`src/shared/adc_cfg_pkg.sv`:
```
// Package with register offsets, field layout, reset values and counts of the config bank
package adc_cfg_pkg;

	// ****************************************
	// Serial command framing
	// ****************************************
	localparam int ADDR_WIDTH = 8;
	localparam int DATA_WIDTH = 16;
	localparam int CMD_BITS   = ADDR_WIDTH + DATA_WIDTH;

	// ****************************************
	// Register offsets
	// ****************************************
	localparam logic [7:0] SOFT_RESET_OFFSET      = 8'h00;
	localparam logic [7:0] JITTER_OFFSET          = 8'h30;
	localparam logic [7:0] DIVIDER_OFFSET         = 8'h31;
	localparam logic [7:0] ROUTE_CONV12_OFFSET    = 8'h3a;
	localparam logic [7:0] ROUTE_CONV34_OFFSET    = 8'h3b;
	localparam logic [7:0] CURRENT_BUFFER_OFFSET  = 8'h50;
	localparam logic [7:0] FULL_SCALE_OFFSET      = 8'h55;
	localparam logic [7:0] WAKE_DELAY_OFFSET      = 8'h56;

	// ****************************************
	// Field positions (low bit of each field)
	// ****************************************
	localparam int SOFT_RESET_POS      = 0;
	localparam int DIVIDER_POS         = 8;
	localparam int ROUTE_LOW_POS       = 0;
	localparam int ROUTE_HIGH_POS      = 8;
	localparam int CORE_CURRENT_POS    = 0;
	localparam int BUFFER_STRENGTH_POS = 4;
	localparam int FULL_SCALE_POS      = 0;
	localparam int WAKE_SELECT_POS     = 0;
	localparam int JITTER_POS          = 0;

	// ****************************************
	// Values after reset
	// ****************************************
	localparam logic [1:0] DIVIDER_RESET         = 2'h0;
	localparam logic [4:0] ROUTE_INPUT_ONE       = 5'h02;
	localparam logic [4:0] ROUTE_INPUT_TWO       = 5'h04;
	localparam logic [4:0] ROUTE_INPUT_THREE     = 5'h08;
	localparam logic [4:0] ROUTE_INPUT_FOUR      = 5'h10;
	localparam logic [5:0] FULL_SCALE_RESET      = 6'h20;
	localparam logic [2:0] CORE_CURRENT_RESET    = 3'h0;
	localparam logic [1:0] BUFFER_STRENGTH_RESET = 2'h1;
	localparam logic [2:0] WAKE_SELECT_RESET     = 3'h0;
	localparam logic [7:0] JITTER_RESET          = 8'h01;

	// ****************************************
	// Wake select codes and mode scaling
	// ****************************************
	localparam logic [2:0] WAKE_SEL_TOP   = 3'h4;
	localparam logic [2:0] WAKE_SEL_FAST  = 3'h0;
	localparam logic [2:0] WAKE_SEL_MID   = 3'h1;
	localparam logic [2:0] WAKE_SEL_SLOW  = 3'h2;
	localparam logic [2:0] WAKE_SEL_LOW   = 3'h3;
	localparam int         WAKE_CNT_WIDTH = 14;

	// Channel mode: precision, quad, dual, single
	typedef enum logic [1:0] {
		MODE_PRECISION = 2'b00,
		MODE_QUAD      = 2'b01,
		MODE_DUAL      = 2'b11,
		MODE_SINGLE    = 2'b10
	} chan_mode_type;

	// Wake sequencer states, Gray along idle -> count -> done
	typedef enum logic [1:0] {
		WAKE_IDLE  = 2'b00,
		WAKE_COUNT = 2'b01,
		WAKE_DONE  = 2'b11
	} wake_state_type;

endpackage

```
`src/logic/adc_config_register_bank.sv`:
```
// Configuration register bank: serial writes steer divider, routing, trims and wake delay
//
// Function
// The two-bit divider code divides the input clock by 1, 2, 4 or 8 for codes 00 to 11.
// Each converter has a five-bit route selector, one-hot in bits 4..1 with bit 0 zero.
// After reset converter N selects input pair N.
// A route change takes effect at the end of the serial command, with no extra step.
// In quad and precision modes any input may feed any converter, in fewer channels as set.
// The six-bit full-scale code moves range about 0.3 % per step, 100000 being no change.
// The full-scale trim is monotonic in its code.
// Core current is nominal at 000, -40..-10 % at 100..111; codes 001..011 are not used.
// Buffer strength is off at 00, 20 uA at 01 (default), 400 uA at 10, 700 uA at 11.
// A three-bit wake select, reset to 000, sets the start-up counter lengths.
// Defaults suit the top clock rate; a lower range setting shortens the counts. Reset code 000 selects WAKE_SEL_FAST here, not WAKE_SEL_TOP.
// The wake select governs the wake delay from both power-down and sleep.
// The host divides the input clock by the divider factor before picking a range.
// An all-zero jitter field stops the clock; otherwise only the count of ones matters.
// The host writes zero to unused register bits.
// The internal divider reduces the input clock to the sampling rate for every mode.
module adc_config_register_bank #(
	parameter int WAKE_BASE_TOP  = 1536,
	parameter int WAKE_BASE_FAST = 992,
	parameter int WAKE_BASE_MID  = 640,
	parameter int WAKE_BASE_SLOW = 420,
	parameter int WAKE_BASE_LOW  = 260
) (
	input  wire logic        clk,
	input  wire logic        reset,
	input  wire logic        serialClk,
	input  wire logic        serialData,
	input  wire logic        selectN,
	input  wire logic [1:0]  channelMode,
	input  wire logic        powerDownExit,
	input  wire logic        sleepExit,
	output logic             sampleTick,
	output logic [4:0]       routeConv1,
	output logic [4:0]       routeConv2,
	output logic [4:0]       routeConv3,
	output logic [4:0]       routeConv4,
	output logic [5:0]       fullScaleTrim,
	output logic [2:0]       coreCurrent,
	output logic [1:0]       commonModeBufferStrength,
	output logic             clockRunning,
	output logic [3:0]       jitterOnes,
	output logic             wakeBusy,
	output logic             wakeDone
);

	// ****************************************
	// Serial command reception
	// ****************************************
	logic        cmdValid;
	logic [7:0]  cmdAddr;
	logic [15:0] cmdData;

	serial_cmd_shifter cmdShifter (
		.clk        (clk),
		.reset      (reset),
		.serialClk  (serialClk),
		.serialData (serialData),
		.selectN    (selectN),
		.cmdValid   (cmdValid),
		.cmdAddr    (cmdAddr),
		.cmdData    (cmdData)
	);

	// ****************************************
	// Register storage
	// ****************************************
	logic [1:0] divider_r;
	logic [4:0] route1_r;
	logic [4:0] route2_r;
	logic [4:0] route3_r;
	logic [4:0] route4_r;
	logic [5:0] trim_r;
	logic [2:0] current_r;
	logic [1:0] buffer_r;
	logic [2:0] wakeSel_r;
	logic [7:0] jitter_r;

	// Address decode, one strobe per register
	wire softResetHit = cmdValid & (cmdAddr == adc_cfg_pkg::SOFT_RESET_OFFSET)
		& cmdData[adc_cfg_pkg::SOFT_RESET_POS];
	wire dividerWr = cmdValid & (cmdAddr == adc_cfg_pkg::DIVIDER_OFFSET);
	wire route12Wr = cmdValid & (cmdAddr == adc_cfg_pkg::ROUTE_CONV12_OFFSET);
	wire route34Wr = cmdValid & (cmdAddr == adc_cfg_pkg::ROUTE_CONV34_OFFSET);
	wire curBufWr  = cmdValid & (cmdAddr == adc_cfg_pkg::CURRENT_BUFFER_OFFSET);
	wire trimWr    = cmdValid & (cmdAddr == adc_cfg_pkg::FULL_SCALE_OFFSET);
	wire wakeWr    = cmdValid & (cmdAddr == adc_cfg_pkg::WAKE_DELAY_OFFSET);
	wire jitterWr  = cmdValid & (cmdAddr == adc_cfg_pkg::JITTER_OFFSET);

	// Field extraction
	wire [4:0] routeLow  = cmdData[adc_cfg_pkg::ROUTE_LOW_POS +: 5];
	wire [4:0] routeHigh = cmdData[adc_cfg_pkg::ROUTE_HIGH_POS +: 5];
	wire [2:0] curField  = cmdData[adc_cfg_pkg::CORE_CURRENT_POS +: 3];

	// Route code legal only if one-hot in bits 4..1 and bit 0 clear
	function automatic logic routeLegal(input logic [4:0] code);
		routeLegal = (code == adc_cfg_pkg::ROUTE_INPUT_ONE) | (code == adc_cfg_pkg::ROUTE_INPUT_TWO)
			| (code == adc_cfg_pkg::ROUTE_INPUT_THREE) | (code == adc_cfg_pkg::ROUTE_INPUT_FOUR);
	endfunction

	wire routeLowOk  = routeLegal(routeLow);
	wire routeHighOk = routeLegal(routeHigh);
	// Unused current codes would leave the core untested; they keep the old value
	wire currentOk   = (curField == 3'h0) | curField[2];

	// Writes commit on the command-complete pulse, so routing switches at frame end
	always_ff @(posedge clk) begin
		if (reset | softResetHit) begin
			divider_r <= adc_cfg_pkg::DIVIDER_RESET;
			route1_r  <= adc_cfg_pkg::ROUTE_INPUT_ONE;
			route2_r  <= adc_cfg_pkg::ROUTE_INPUT_TWO;
			route3_r  <= adc_cfg_pkg::ROUTE_INPUT_THREE;
			route4_r  <= adc_cfg_pkg::ROUTE_INPUT_FOUR;
			trim_r    <= adc_cfg_pkg::FULL_SCALE_RESET;
			current_r <= adc_cfg_pkg::CORE_CURRENT_RESET;
			buffer_r  <= adc_cfg_pkg::BUFFER_STRENGTH_RESET;
			wakeSel_r <= adc_cfg_pkg::WAKE_SELECT_RESET;
			jitter_r  <= adc_cfg_pkg::JITTER_RESET;
		end else begin
			if (dividerWr) divider_r <= cmdData[adc_cfg_pkg::DIVIDER_POS +: 2];
			if (route12Wr & routeLowOk) route1_r <= routeLow;
			if (route12Wr & routeHighOk) route2_r <= routeHigh;
			if (route34Wr & routeLowOk) route3_r <= routeLow;
			if (route34Wr & routeHighOk) route4_r <= routeHigh;
			if (trimWr) trim_r <= cmdData[adc_cfg_pkg::FULL_SCALE_POS +: 6];
			if (curBufWr & currentOk) current_r <= curField;
			if (curBufWr) buffer_r <= cmdData[adc_cfg_pkg::BUFFER_STRENGTH_POS +: 2];
			if (wakeWr) wakeSel_r <= cmdData[adc_cfg_pkg::WAKE_SELECT_POS +: 3];
			if (jitterWr) jitter_r <= cmdData[adc_cfg_pkg::JITTER_POS +: 8];
		end
	end

	// ****************************************
	// Sampling clock divider
	// ****************************************
	logic [2:0] divCount_r;
	// Terminal count is factor minus one: 0, 1, 3, 7
	wire [2:0] divLast = 3'((4'h1 << divider_r) - 4'h1);
	wire       divWrap = (divCount_r >= divLast);
	wire       clockOn = |jitter_r;

	// Tick once per divided period; a stopped clock gives no ticks at all
	always_ff @(posedge clk) begin
		if (reset) begin
			divCount_r <= 3'h0;
			sampleTick <= 1'b0;
		end else begin
			divCount_r <= divWrap ? 3'h0 : divCount_r + 3'h1;
			sampleTick <= divWrap & clockOn;
		end
	end

	// ****************************************
	// Jitter trade-off: only the population count is used
	// ****************************************
	logic [3:0] onesCount;
	always_comb begin
		onesCount = 4'h0;
		for (int i = 0; i < 8; i++) begin
			onesCount = onesCount + {3'h0, jitter_r[i]};
		end
	end

	// ****************************************
	// Wake delay sequencer
	// ****************************************
	localparam int W = adc_cfg_pkg::WAKE_CNT_WIDTH;
	logic [W-1:0] wakeBase;
	// Base counts are the precision table; out-of-range codes fall back to the top row
	always_comb begin
		case (wakeSel_r)
			adc_cfg_pkg::WAKE_SEL_FAST: wakeBase = W'(WAKE_BASE_FAST);
			adc_cfg_pkg::WAKE_SEL_MID:  wakeBase = W'(WAKE_BASE_MID);
			adc_cfg_pkg::WAKE_SEL_SLOW: wakeBase = W'(WAKE_BASE_SLOW);
			adc_cfg_pkg::WAKE_SEL_LOW:  wakeBase = W'(WAKE_BASE_LOW);
			default:                    wakeBase = W'(WAKE_BASE_TOP);
		endcase
	end

	// Faster modes interleave more branches and need proportionally more cycles
	logic [W-1:0] wakeLoad;
	always_comb begin
		case (channelMode)
			adc_cfg_pkg::MODE_QUAD:   wakeLoad = W'({wakeBase, 1'b0});
			adc_cfg_pkg::MODE_DUAL:   wakeLoad = W'({wakeBase, 2'b00});
			adc_cfg_pkg::MODE_SINGLE: wakeLoad = W'({wakeBase, 3'b000});
			default:                  wakeLoad = wakeBase;
		endcase
	end

	adc_cfg_pkg::wake_state_type wakeState_r;
	logic [W-1:0] wakeCount_r;
	wire wakeStart = powerDownExit | sleepExit;

	// A new wake request restarts the count from the current setting
	always_ff @(posedge clk) begin
		if (reset) begin
			wakeState_r <= adc_cfg_pkg::WAKE_IDLE;
			wakeCount_r <= '0;
			wakeBusy    <= 1'b0;
			wakeDone    <= 1'b0;
		end else begin
			wakeDone <= 1'b0;
			case (wakeState_r)
				adc_cfg_pkg::WAKE_COUNT: begin
					if (wakeStart) begin
						wakeCount_r <= wakeLoad;
					end else if (wakeCount_r <= W'(1)) begin
						wakeState_r <= adc_cfg_pkg::WAKE_DONE;
						wakeBusy    <= 1'b0;
						wakeDone    <= 1'b1;
					end else begin
						wakeCount_r <= wakeCount_r - W'(1);
					end
				end
				default: begin
					if (wakeStart) begin
						wakeState_r <= adc_cfg_pkg::WAKE_COUNT;
						wakeCount_r <= wakeLoad;
						wakeBusy    <= 1'b1;
					end else begin
						wakeState_r <= adc_cfg_pkg::WAKE_IDLE;
					end
				end
			endcase
		end
	end

	// ****************************************
	// Registered outputs
	// ****************************************
	// Trim code drives the DAC straight, so a larger code never lowers range
	always_ff @(posedge clk) begin
		if (reset) begin
			routeConv1               <= adc_cfg_pkg::ROUTE_INPUT_ONE;
			routeConv2               <= adc_cfg_pkg::ROUTE_INPUT_TWO;
			routeConv3               <= adc_cfg_pkg::ROUTE_INPUT_THREE;
			routeConv4               <= adc_cfg_pkg::ROUTE_INPUT_FOUR;
			fullScaleTrim            <= adc_cfg_pkg::FULL_SCALE_RESET;
			coreCurrent              <= adc_cfg_pkg::CORE_CURRENT_RESET;
			commonModeBufferStrength <= adc_cfg_pkg::BUFFER_STRENGTH_RESET;
			clockRunning             <= 1'b1;
			jitterOnes               <= 4'h1;
		end else begin
			routeConv1               <= route1_r;
			routeConv2               <= route2_r;
			routeConv3               <= route3_r;
			routeConv4               <= route4_r;
			fullScaleTrim            <= trim_r;
			coreCurrent              <= current_r;
			commonModeBufferStrength <= buffer_r;
			clockRunning             <= clockOn;
			jitterOnes               <= onesCount;
		end
	end

endmodule

```
`src/logic/serial_cmd_shifter.sv`:
```
// Serial control port receiver: synchronises the pins and frames 24-bit write commands
module serial_cmd_shifter (
	input  wire logic        clk,
	input  wire logic        reset,
	input  wire logic        serialClk,
	input  wire logic        serialData,
	input  wire logic        selectN,
	output logic             cmdValid,
	output logic [7:0]       cmdAddr,
	output logic [15:0]      cmdData
);

	// ****************************************
	// Pin synchronisers
	// ****************************************
	logic [1:0] sclkSync_r;
	logic [1:0] dataSync_r;
	logic [1:0] selSync_r;
	logic       sclkLast_r;
	logic       selLast_r;
	logic [23:0] shift_r;
	logic [4:0]  count_r;

	// Two stages each; only the second stage is looked at
	always_ff @(posedge clk) begin
		if (reset) begin
			sclkSync_r <= 2'h0; // Matches the parked-low serial clock, so no false edge
			dataSync_r <= 2'h0;
			selSync_r  <= 2'h3;
		end else begin
			sclkSync_r <= {sclkSync_r[0], serialClk};
			dataSync_r <= {dataSync_r[0], serialData};
			selSync_r  <= {selSync_r[0], selectN};
		end
	end

	// ****************************************
	// Edge detection and framing
	// ****************************************
	wire sclkRise = sclkSync_r[1] & ~sclkLast_r;
	wire selActive = ~selSync_r[1];
	wire frameEnd = selSync_r[1] & ~selLast_r;
	// Short or long frames are dropped so a glitch cannot write a register
	wire frameGood = (count_r == 5'(adc_cfg_pkg::CMD_BITS));

	// Shift in MSB first on rising serial clock while selected
	always_ff @(posedge clk) begin
		if (reset) begin
			sclkLast_r <= 1'b0;
			selLast_r  <= 1'b1;
			shift_r    <= 24'h00_0000;
			count_r    <= 5'h00;
			cmdValid   <= 1'b0;
			cmdAddr    <= 8'h00;
			cmdData    <= 16'h0000;
		end else begin
			sclkLast_r <= sclkSync_r[1];
			selLast_r  <= selSync_r[1];
			cmdValid   <= frameEnd & frameGood;
			if (frameEnd & frameGood) begin
				cmdAddr <= shift_r[23:16];
				cmdData <= shift_r[15:0];
			end
			if (!selActive) begin
				count_r <= 5'h00;
			end else if (sclkRise) begin
				shift_r <= {shift_r[22:0], dataSync_r[1]};
				count_r <= (count_r == 5'h1f) ? count_r : count_r + 5'h01;
			end
		end
	end

endmodule

```
`config.mk`:
```
export PLATFORM = sky130hd
export DESIGN_NAME = adc_config_register_bank
export DESIGN_NICKNAME = d
export VERILOG_FILES = /design/src/shared/adc_cfg_pkg.sv /design/src/logic/adc_config_register_bank.sv /design/src/logic/serial_cmd_shifter.sv
export SDC_FILE = /design/constraint.sdc
export NUM_CORES = 1
export LEC_CHECK = 0
export BUFFER_PORTS_ARGS = -buffer_cell sky130_fd_sc_hd__buf_2
export CAP_MARGIN = 20
export CORE_MARGIN = 8
export CORE_UTILIZATION = 50
export DETAILED_ROUTE_END_ITERATION = 6
export GPL_TIMING_DRIVEN = 0
export PLACE_DENSITY = 0.66
export SYNTH_ARGS = -nofsm -noshare
export SYNTH_HDL_FRONTEND = slang
export SYNTH_SLANG_ARGS = --single-unit
```
`constraint.sdc`:
```
create_clock -name clk -period 5.1 [get_ports clk]
set_input_delay 0.255 -clock clk [delete_from_list [all_inputs] [get_ports clk]]
set_output_delay 0.255 -clock clk [all_outputs]
set_load 0.01 [all_outputs]
```
* After elaboration in Yosys (flattened, before gate mapping)
Cells that the tools add are included.
Widths: inputs -> output; s select.
** Cells by class
- Add/subtract/negate cells :: 11
- $lt $le $gt $ge :: 2
- Equal/unequal tests :: 27
- Shift-type cells :: 1
- Multiplexer cells :: 15
- Bitwise gates (word level) :: 32
- Reductions and logical operators :: 14
** Operators with widths (number)
- $mux 14 :: 4
- $pmux 11 s4 :: 1
- $pmux 14 s3 :: 1
- $eq 8x6->1 const B :: 4
- $eq 8x7->1 const B :: 3
- $eq 5x5->1 const B :: 4
- $and 1x1->1 :: 18
- $add 4x1->4 :: 4
- $le 14x1->1 const B :: 1
- $sub 14x1->14 const B :: 1
- $eq 5x2->1 const B :: 2
- $eq 5x3->1 const B :: 2
- $eq 5x4->1 const B :: 2
- $or 1x1->1 :: 9
- $logic_not 8->1 :: 1
- $reduce_and 2->1 :: 4
- $reduce_or 8->1 :: 1
- $eq 3x2->1 const B :: 2
- $logic_not 3->1 :: 2
- $mux 1 :: 6
- $mux 2 :: 3
- $ne 2x2->1 const B :: 3
- $add 5x1->5 const B :: 1
- $not 1->1 :: 5
- other kinds (14) :: 18
** Storage, ports and cells
- Flip-flop bits (word level) :: 161
- Input port bits :: 9
- Output and inout bits :: 39
- Logic and storage cells :: 137

* Depth between registers and ports, before layout
Gate-level depths: netlist of run 1.
- Depth after elaboration :: 7
- Mapped depth :: 10

* Cells and area by module
Synthesis of run 1 repeated with hierarchy kept, for this count alone.
** Unflattened totals
- Cells, all modules :: 741
- Area total of the unflattened synthesis :: 6964.2 µm²
** By module, submodules not included
- adc_config_register_bank :: instances 1, cells an instance 483, area each 4506.8 µm², sequential area each 2042.0 µm²
- serial_cmd_shifter :: instances 1, cells an instance 258, area each 2457.4 µm², sequential area each 1241.2 µm²

* Least setup slack after synthesis of run 1
No wires, ideal clock.
- Path type :: reg-to-reg
- From :: register jitter_r[0]
- To :: register jitterOnes[2]
- Arrival time :: 2.547 ns
- Data required time :: 4.972 ns
- Slack :: 2.426 ns
- Stages on the path, launching flop included :: 11
- Buffers on the path :: 0
- Clock period less this slack :: 2.674 ns
- Cells stage by stage :: dfxtp_1 fa_1 inv_1 fa_1 fa_1 inv_1 ha_1 inv_1 fa_1 xor2_1 nor2_1
** Between the ends
- Word-level cells in the longest chain between the ends :: 7
** Ends and longest elaborated chain
- start: declaration :: RTL line adc_config_register_bank.sv:79 : logic [7:0] jitter_r;
- start signal: assignment :: RTL line adc_config_register_bank.sv:120 : jitter_r <= adc_cfg_pkg::JITTER_RESET;
- start signal: assignment :: RTL line adc_config_register_bank.sv:131 : if (jitterWr) jitter_r <= cmdData[adc_cfg_pkg::JITTER_POS +: 8];
- $add 1x1->2 :: RTL line adc_config_register_bank.sv:162 : onesCount = onesCount + {3'h0, jitter_r[i]};
- $add 2x1->3 :: RTL line adc_config_register_bank.sv:162
- $add 3x1->4 :: RTL line adc_config_register_bank.sv:162
- $add 4x1->4 (4 in series) :: RTL line adc_config_register_bank.sv:162
- end signal: assignment :: RTL line adc_config_register_bank.sv:255 : jitterOnes <= onesCount;
- end: declaration :: RTL line adc_config_register_bank.sv:44 : output logic [3:0] jitterOnes,
No other way between the ends.
A chain may end at the register's enable or synchronous reset.

* Final worst setup path of run 1
Ends and elaborated chain as after synthesis.

==> reports/metrics.cfg, run 1 <==
[run_status]
status = finished clean

[setup_path]
start_kind = register
worstPathRequired_ps = 5400
cp_max_fo = 3
crit_buf_inv = 3
crit_chain = fa_1, inv_1, fa_1, fa_1, inv_1, ha_1, inv_1, fa_1, xor2_1, nor2_1
critPathTopFamily = adder cells
setup.worst_path.start = jitter_r[0]$_SDFFE_PP1P_
crit_path_end_kind = register
worstPathArrival_ps = 3160
critPathMaxStageDelay_ps = 550
path_common_cell = fa_1
worstSetupPathType = register to register
cp_slowest_cell = fa_1
rr_startpoint = jitter_r[0]$_SDFFE_PP1P_

[job]
drv_cap = 0

[hold_path]
hold_class = input pin to register
hold_start = selectN

[cts]
cts_sinks = 161
cts_buffers = 17
ctsHoldBuffers = 0
cts.reportedPaths.clkPinSlew_ps = 60
worstSkewPairLatency_ps = 430
post-cts-setup-buffer-count = 0
htree_levels = 4
cts_resized = 0
cts_tree = done
clk_path_buf_depth = 2
clock-root-buffer = clkbuf_16

[sta]
fmax_mhz = 349
drv_slew = 0
setup_viol = 0
finalClockSkew_ps = 6.62
holdWs_ps = 12.1
rsz0062_at_grt = no
finalSetupTns_ps = 0
fin_crit_sh_pct = 56.2
fin_crit_ps = 2870
relSlewSlack_pct = 49.3
worst_slew_pin_slew_ps = 759
hold_violations = 0

[routing]
vias = 5018
drc = 0
viasPerCell = 5.27
ant_nets = 0
drt_iter0_drc = 339
routed_wl_mm = 14.7
wl_per_cell_microns = 15.4
first_pass_iters = 5

[global_route]
track_usage_pct = 18.5
grt_max_degree = 17
gr-total-overflow = 0
grt_pass1_wl_mm = 24.2
antenna_found_initial = 0
grt_pass1_vias = 4828

[synthesis]
netlist_area_sq_mm = 0.00649
synthFlopType = dfxtp_1
synth_seq_cells = 161
ys_top_cells_by_count = dfxtp_1, nor2_1, nand2_1, mux2i_1, a21oi_1
synth-edff-count = 0
ys_seq_area_share_pct = 49.6
async_flop_share_pct = 0
synth_area_per_cell_sq_um = 9.27
ys_types = 66
syn_inst = 701
ys_top_cells_by_area = dfxtp_1, mux2i_1, nor2_1, nand2_1, a21oi_1
syn_nets = 729
synth_largest_area_cell = dfxtp_1
synth.most_common_cell = dfxtp_1
synth_warnings = 0
yosysTopAreaCellShare_pct = 49.6

[place]
gp_congestion = 0.855
portBuffers = 47
hpwl_mm = 10.4

[die]
core.rowCount = 41
die-area_sq_mm = 0.0169
die_w_microns = 130
start_util_pct = 51.3
io-pin-count = 48
die_y_microns = 130
coreArea_sq_mm = 0.0127

[finish]
fin_nets = 796
area_growth_pct = 16.4
nFillCells = 1108
multi_input_area_sq_mm = 0.00300
drive_gt1_share_pct = 14.5
n_antenna_cell = 0
regArea_sq_mm = 0.00322
final_util_pct = 59.6

[power]
ir_drop_v = 0.000212
power_leakage_nw = 2.90
power_density_mw_per_mm2 = 358

[per-stage QoR]
stage               total power, mW  cells  setup slack [ps]  cell area, sq um
finish                         2.71    953              2230              7560
global route                   2.80    953              2190              7560
CTS                            2.73    952              2230              7550
detailed placement             1.44    920              2290              6950
global placement               1.43    920              2340              6950
floorplan                      1.40    701              2430              6490
[layer usage]
layer  track usage (%)  share of wire, %
met3              4.16               4.8
met5                 0                 0
met2              30.8                48
met1              22.7                45
met4              7.72               2.0
[layout by cell type, fill, tap and decap left out, types with 7 or more instances in the layout]
cell type,count
dfxtp_1,161
nor4_1,7
nand2_1,72
ha_1,15
nor3b_1,7
buf_2,49
inv_1,28
clkbuf_16,17
nor2_1,82
nor2b_1,34
nor3_1,9
nand2b_1,7
o21ai_0,24
mux2i_1,55
a21oi_1,52
or2_2,14
clkbuf_1,29
[final timing paths]
check        cells after the start  slack (ps)                                 end
max                             10        2230            jitterOnes[2]$_SDFF_PP0_
min reg2reg                      1         410  cmdShifter.selSync_r[1]$_SDFF_PP1_
max reg2reg                     10        2230            jitterOnes[2]$_SDFF_PP0_
min                              2          10  cmdShifter.selSync_r[0]$_SDFF_PP1_
[logic make-up (layout without fill, tap and decap cells)]
family,after synthesis,count (layout),synth area share (%)
buffers and inverters,68,148,4.16
multiplexers,55,55,8.48
AO/OA/AOI/OAI,118,118,11.4
XOR/XNOR,7,7,0.944
flip-flops,161,161,49.6
adder cells (fa/ha/maj),19,19,4.12
AND/OR/NAND/NOR,273,273,21.3
[worst register-to-register path, stage by stage, from the launching register on]
cell and delay, ps:
dfxtp_1 350, fa_1 550, inv_1 60, fa_1 510, fa_1 420, inv_1 70
ha_1 160, inv_1 60, fa_1 380, xor2_1 150, nor2_1 50
[power by group]
group          internal (mW)  switching [mW]  total [mW]  leakage, nW
combinational         0.0434          0.0862       0.130         1.30
sequential              1.27          0.0103        1.28         1.30
clock                  0.776           0.522        1.30        0.300
[registers in the layout (all words and copies together), names as in the netlist, 3 cells and up]
signal              count
cmdShifter.shift_r     24
wakeCount_r            14
cmdShifter.cmdData     13
cmdShifter.cmdAddr      8
jitter_r                8
fullScaleTrim           6
trim_r                  6
cmdShifter.count_r      5
route1_r                5
route2_r                5
route3_r                5
route4_r                5
routeConv1              5
routeConv2              5
routeConv3              5
routeConv4              5
jitterOnes              4
coreCurrent             3
current_r               3
divCount_r              3
wakeSel_r               3
[layout make-up]
cell class / instances / share of cell area (%)
tap: 172 / 2.85
inverter: 28 / 1.39
multi-input combinational: 472 / 39.7
buffer: 40 / 2.19
clock buffer: 17 / 5.63
timing repair buffer: 48 / 3.18
clock inverter: 15 / 2.40
sequential: 161 / 42.6
No activity file was read; power rests on OpenSTA's default activity.
==> inputs of run 2 (changes only) <==
--- a/config.mk
+++ b/config.mk
@@ -5,6 +5,7 @@
 export SDC_FILE = /design/constraint.sdc
 export NUM_CORES = 1
 export LEC_CHECK = 0
+export ABC_AREA = 1
 export BUFFER_PORTS_ARGS = -buffer_cell sky130_fd_sc_hd__buf_2
 export CAP_MARGIN = 20
 export CORE_MARGIN = 8
==> constraint.sdc (replaced) <==
create_clock -name clk -period 2.7 [get_ports clk]
set_input_delay 0.135 -clock clk [delete_from_list [all_inputs] [get_ports clk]]
set_output_delay 0.135 -clock clk [all_outputs]
set_load 0.01 [all_outputs]
==> run 2 against run 1 <==
Effect of this change: the run now ends with negative setup slack left; sequential share of layout area decreased by 0.96 points; design area is 2.3% higher; register-to-register slack got worse by 2300 ps; utilization fell by 0.78 points; synthesized area increased by 2.4%; clock skew barely moved; hold slack gained 180 ps; clock power is 85% higher; sequential power up 90%; flip-flop and latch count unchanged; critical endpoint is now jitterOnes[1]$_SDFF_PP0_; largest cell class unchanged.
==> reports/metrics.cfg, run 2 <==
[job]
drv_cap = 0

[synthesis]
syn_inst = 883
synth_area_per_cell_sq_um = 7.53
netlist_area_sq_mm = 0.00665
ys_types = 39
synth-edff-count = 0
synthFlopType = dfxtp_1
synth_warnings = 0
async_flop_share_pct = 0
ys_seq_area_share_pct = 48.5
synth_largest_area_cell = dfxtp_1
ys_top_cells_by_area = dfxtp_1, nand2_1, a21oi_1, nand3_1, inv_1
yosysTopAreaCellShare_pct = 48.5
syn_nets = 911
ys_top_cells_by_count = nand2_1, dfxtp_1, inv_1, a21oi_1, nor2_1
synth.most_common_cell = nand2_1
synth_seq_cells = 161

[power]
clkPwrFrac_pct = 46.7
power_density_mw_per_mm2 = 665
p_sw_share_pct = 24.0
p_sw_mw = 1.23
internal_power_mw = 3.91
p_seq_share_pct = 47.2
ir_drop_v = 0.000394
power_leakage_nw = 3.17
share_comb_of_total_power_pct = 6.1

[routing]
viasPerCell = 4.90
drt_iter0_drc = 404
wl_per_cell_microns = 12.9
first_pass_iters = 4
vias = 5584
routed_wl_mm = 14.7
drc = 0
ant_nets = 0

[sta]
fmax_mhz = 360
relSlewSlack_pct = 36.7
holdWs_ps = 194
drv_slew = 0
rsz0062_at_grt = yes
setup_viol = 2
fin_crit_sh_pct = 103
layout_setup_ws_ps = -77.6
hold_violations = 0
worst_slew_pin_slew_ps = 940
fin_crit_ps = 2780
finalClockSkew_ps = 6.63

[die]
die-area_sq_mm = 0.0172
core.rowCount = 42
die_w_microns = 131
io-pin-count = 48
start_util_pct = 50.6
coreArea_sq_mm = 0.0131
die_y_microns = 131

[setup_path]
worstSetupPathType = register to register
reg2reg_setup_slack_ps = -80
worstPathArrival_ps = 3070
crit_path_end_kind = register
cp_max_fo = 2
start_kind = register
worstPathRequired_ps = 2990

[cts]
cts_sinks = 161
cts.reportedPaths.clkPinSlew_ps = 60
clock-root-buffer = clkbuf_16
worstSkewPairLatency_ps = 420
cts_tree = done
clk_path_buf_depth = 2
cts_buffers = 17
htree_levels = 4
post-cts-setup-buffer-count = 0

[finish]
fin_nets = 979
top_regs = cmdShifter.shift_r (24), wakeCount_r (14), cmdShifter.cmdData (13)
layout_common_cells = nand2_1, dfxtp_1, inv_1
area_growth_pct = 16.3
drive_gt1_share_pct = 14.6
finish.instance_area_sq_mm = 0.00773
n_antenna_cell = 0
finalNonFillerCells = 1140
largest_reg_flops = 24
final_common_cell = nand2_1
max_flop_register = cmdShifter.shift_r
final_util_pct = 58.9

[global_route]
grt_pass1_vias = 5109
grt_pass1_wl_mm = 25.0
antenna_found_initial = 0
grt_max_degree = 17
track_usage_pct = 17.4
gr-total-overflow = 0

[run_status]
failed_checks = negative setup slack
status = finished with violations

[place]
gp_congestion = 0.907
placed_area_sq_mm = 0.00710
hpwl_mm = 10.7
portBuffers = 46
dp_cells = 1105
dpl_worst_slack_ps = -84.8

[hold_path]
hold_class = input pin to register

## run 2: cell type report
type / count / area, sq um
inverter: 114 / 429
clock buffer: 19 / 443
multi-input combinational: 575 / 2850
sequential: 161 / 3220
tap: 176 / 220
timing repair buffer: 49 / 260
clock inverter: 13 / 153
fill: 1246 / 5400
buffer: 33 / 154
## run 2: critical path, stage by stage (launching register included)
cell and delay, ps:
dfxtp_2 330, fa_1 540, inv_2 40, fa_1 490
fa_1 400, inv_1 70, ha_2 180, inv_2 40
fa_2 500, nor2_1 40
## run 2: final timing paths
check,to,from,depth (start not counted)
max,jitterOnes[1]$_SDFF_PP0_,jitter_r[0]$_SDFFE_PP1P_,9
min,wakeCount_r[7]$_SDFFE_PP0P_,powerDownExit,6
max reg2reg,jitterOnes[1]$_SDFF_PP0_,jitter_r[0]$_SDFFE_PP1P_,9
min reg2reg,cmdShifter.dataSync_r[1]$_SDFF_PP0_,cmdShifter.dataSync_r[0]$_SDFF_PP0_,2
## run 2: cells by family (layout without fill, tap and decap cells)
| group | Yosys count | in the layout | share of synthesized area [%] |
|---|---|---|---|
| XOR/XNOR | 3 | 3 | 0.395 |
| adder cells (fa/ha/maj) | 19 | 19 | 4.03 |
| flip-flops | 161 | 161 | 48.5 |
| AND/OR/NAND/NOR | 414 | 414 | 27.4 |
| AO/OA/AOI/OAI | 139 | 139 | 10.9 |
| buffers and inverters | 147 | 228 | 8.77 |
## run 2: repair_timing
action | in CTS | in global routing
hold endpoints to repair | 3 | 0
pin swaps | 0 | 1
gates resized for setup | 5 | 0
hold buffers | 3 | 0
endpoints found under the setup margin | 2 | 2
## run 2: metal layers
| layer | part of all wire (%) | GRT usage [%] | up-vias |
|---|---|---|---|
| met4 | 1.2 | 6.57 | 0 |
| met1 | 50 | 23.7 | 2483 |
| li1 | - | - | 2965 |
| met2 | 43 | 26.2 | 123 |
| met3 | 5.2 | 4.34 | 13 |
| met5 | 0 | 0 | - |
## run 2: power by group through the flow
stage	clock network, mW	registers (mW)	logic [mW]
final	2.40	2.43	0.312
after global routing	2.55	2.43	0.353
after CTS	2.45	2.43	0.311
after detailed placement	0	2.48	0.307
after global placement	0	2.48	0.306
after floorplan	0	2.48	0.224
## run 2: stage by stage
step	total power [mW]	TNS, ps
floorplan	2.70	0
global placement	2.79	-63.1
detailed placement	2.79	-116
CTS	5.18	-145
global route	5.33	-359
finish	5.14	-135
==> inputs of run 3 (changes only) <==
--- a/config.mk
+++ b/config.mk
@@ -5,7 +5,6 @@
 export SDC_FILE = /design/constraint.sdc
 export NUM_CORES = 1
 export LEC_CHECK = 0
-export ABC_AREA = 1
 export BUFFER_PORTS_ARGS = -buffer_cell sky130_fd_sc_hd__buf_2
 export CAP_MARGIN = 20
 export CORE_MARGIN = 8
==> run 3 against run 2 <==
Effect of this change: first-iteration DRC count shrank 16%; count of clock-buffer cells in the layout is 2 lower; final cell count down 16%; utilization grew 1.4 points; critical path depth did not move; largest power group is now clock; the run still ends with negative setup slack left.
==> reports/metrics.cfg, run 3 (synthesis results as in run 1) <==
[global_route]
grt_pass1_vias = 4843
grt_pass1_wl_mm = 24.3
gr-total-overflow = 0
track_usage_pct = 18.6
grt_max_degree = 17
antenna_found_initial = 0

[die]
die_y_microns = 130
core.rowCount = 41
start_util_pct = 51.3
io-pin-count = 48
coreArea_sq_mm = 0.0127
die-area_sq_mm = 0.0169
die_w_microns = 130

[sta]
finalClockSkew_ps = 6.31
fin_crit_sh_pct = 104
worst_slew_pin_slew_ps = 769
hold_violations = 0
finalSetupTns_ps = -165
fin_crit_ps = 2810
layout_setup_ws_ps = -106
drv_slew = 0
relSlewSlack_pct = 48.6
rsz0062_at_grt = yes
setup_viol = 2
fmax_mhz = 356

[setup_path]
cp_max_fo = 2
worstPathArrival_ps = 3100
worstPathRequired_ps = 3000
worstSetupPathType = register to register
crit_path_end_kind = register
start_kind = register

[place]
hpwl_mm = 10.4
placed_area_sq_mm = 0.00695
gp_congestion = 0.855
portBuffers = 47

[finish]
multi_input_area_sq_mm = 0.00302
drive_gt1_share_pct = 15.8
fin_nets = 802
area_growth_pct = 17.5
finish.instance_area_sq_mm = 0.00763
top_regs = cmdShifter.shift_r (24), wakeCount_r (14), cmdShifter.cmdData (13)
largest_reg_flops = 24
regArea_sq_mm = 0.00322
max_flop_register = cmdShifter.shift_r
n_antenna_cell = 0
layout_common_cells = dfxtp_1, nor2_1, nand2_1
nFillCells = 1104
final_common_cell = dfxtp_1

[routing]
wl_per_cell_microns = 15.5
drc = 0
viasPerCell = 5.25
vias = 5031
ant_nets = 0
drt_iter0_drc = 338
routed_wl_mm = 14.8
first_pass_iters = 5

[hold_path]
hold_class = input pin to register

[cts]
htree_levels = 4
cts_buffers = 17
clk_path_buf_depth = 2
cts.reportedPaths.clkPinSlew_ps = 60
worstSkewPairLatency_ps = 430
cts_sinks = 161
cts_tree = done
clock-root-buffer = clkbuf_16

[power]
power_leakage_nw = 2.93
power_density_mw_per_mm2 = 671
ir_drop_v = 0.000400
finalPower_mw = 5.12

[run_status]
failed_checks = negative setup slack
status = finished with violations

[job]
drv_cap = 0

run 3: per-stage QoR:
step,util (%),hold slack [ps],setup slack (ps),instances
6_report,60.2,61.4,-106,959
5_1_grt,60.2,100,-139,959
4_1_cts,60.0,59.2,-141,957
3_5_place_dp,54.8,331,-109,920
3_3_place_gp,54.8,318,-64.3,920
2_1_floorplan,-,239,25.5,701
run 3: worst paths after layout:
path                                            from  slack, ps  depth (start not counted)                                  to
setup reg to reg            jitter_r[0]$_SDFFE_PP1P_       -110                          9            jitterOnes[1]$_SDFF_PP0_
setup / recovery            jitter_r[0]$_SDFFE_PP1P_       -110                          9            jitterOnes[1]$_SDFF_PP0_
hold reg to reg   cmdShifter.selSync_r[0]$_SDFF_PP1_        410                          1  cmdShifter.selSync_r[1]$_SDFF_PP1_
hold / removal                                 reset         60                          4            route4_r[0]$_SDFFE_PP0P_
run 3: repair_timing:
action                                  in CTS  in global routing
gates resized for setup                      5                  4
buffers inserted                             2                  1
endpoints found under the setup margin       2                  2
endpoints found under the hold margin        3                  0
hold buffers                                 3                  0
run 3: report_power, final:
group | internal [mW] | total (mW) | switching [mW]
clock network | 1.47 | 2.45 | 0.988
logic | 0.0848 | 0.248 | 0.163
registers | 2.40 | 2.42 | 0.0194
total | 3.95 | 5.12 | 1.17
run 3: layout make-up:
cell class	count	area share, %
Buffer	40	2.16
Clock buffer	17	5.57
Clock inverter	15	2.38
Inverter	28	1.38
Multi-Input combinational cell	472	39.6
Sequential cell	161	42.2
Tap cell	172	2.82
Timing Repair Buffer	54	3.84
run 3: critical path, cell delays in order, from the launching register on:
cell and delay, ps:
dfxtp_2 340, fa_1 550, inv_2 40, fa_1 500, fa_1 430, inv_2 80, ha_4 130, inv_2 30
fa_2 520, nor2_2 40
run 3: metal layers:
layer / vias to the layer above / track usage [%] / share of wire [%]
met1: 2384 / 22.8 / 46
met4: 0 / 7.72 / 2.0
li1: 2523 / - / -
met3: 22 / 4.08 / 4.2
met2: 102 / 31.0 / 48
met5: - / 0 / 0
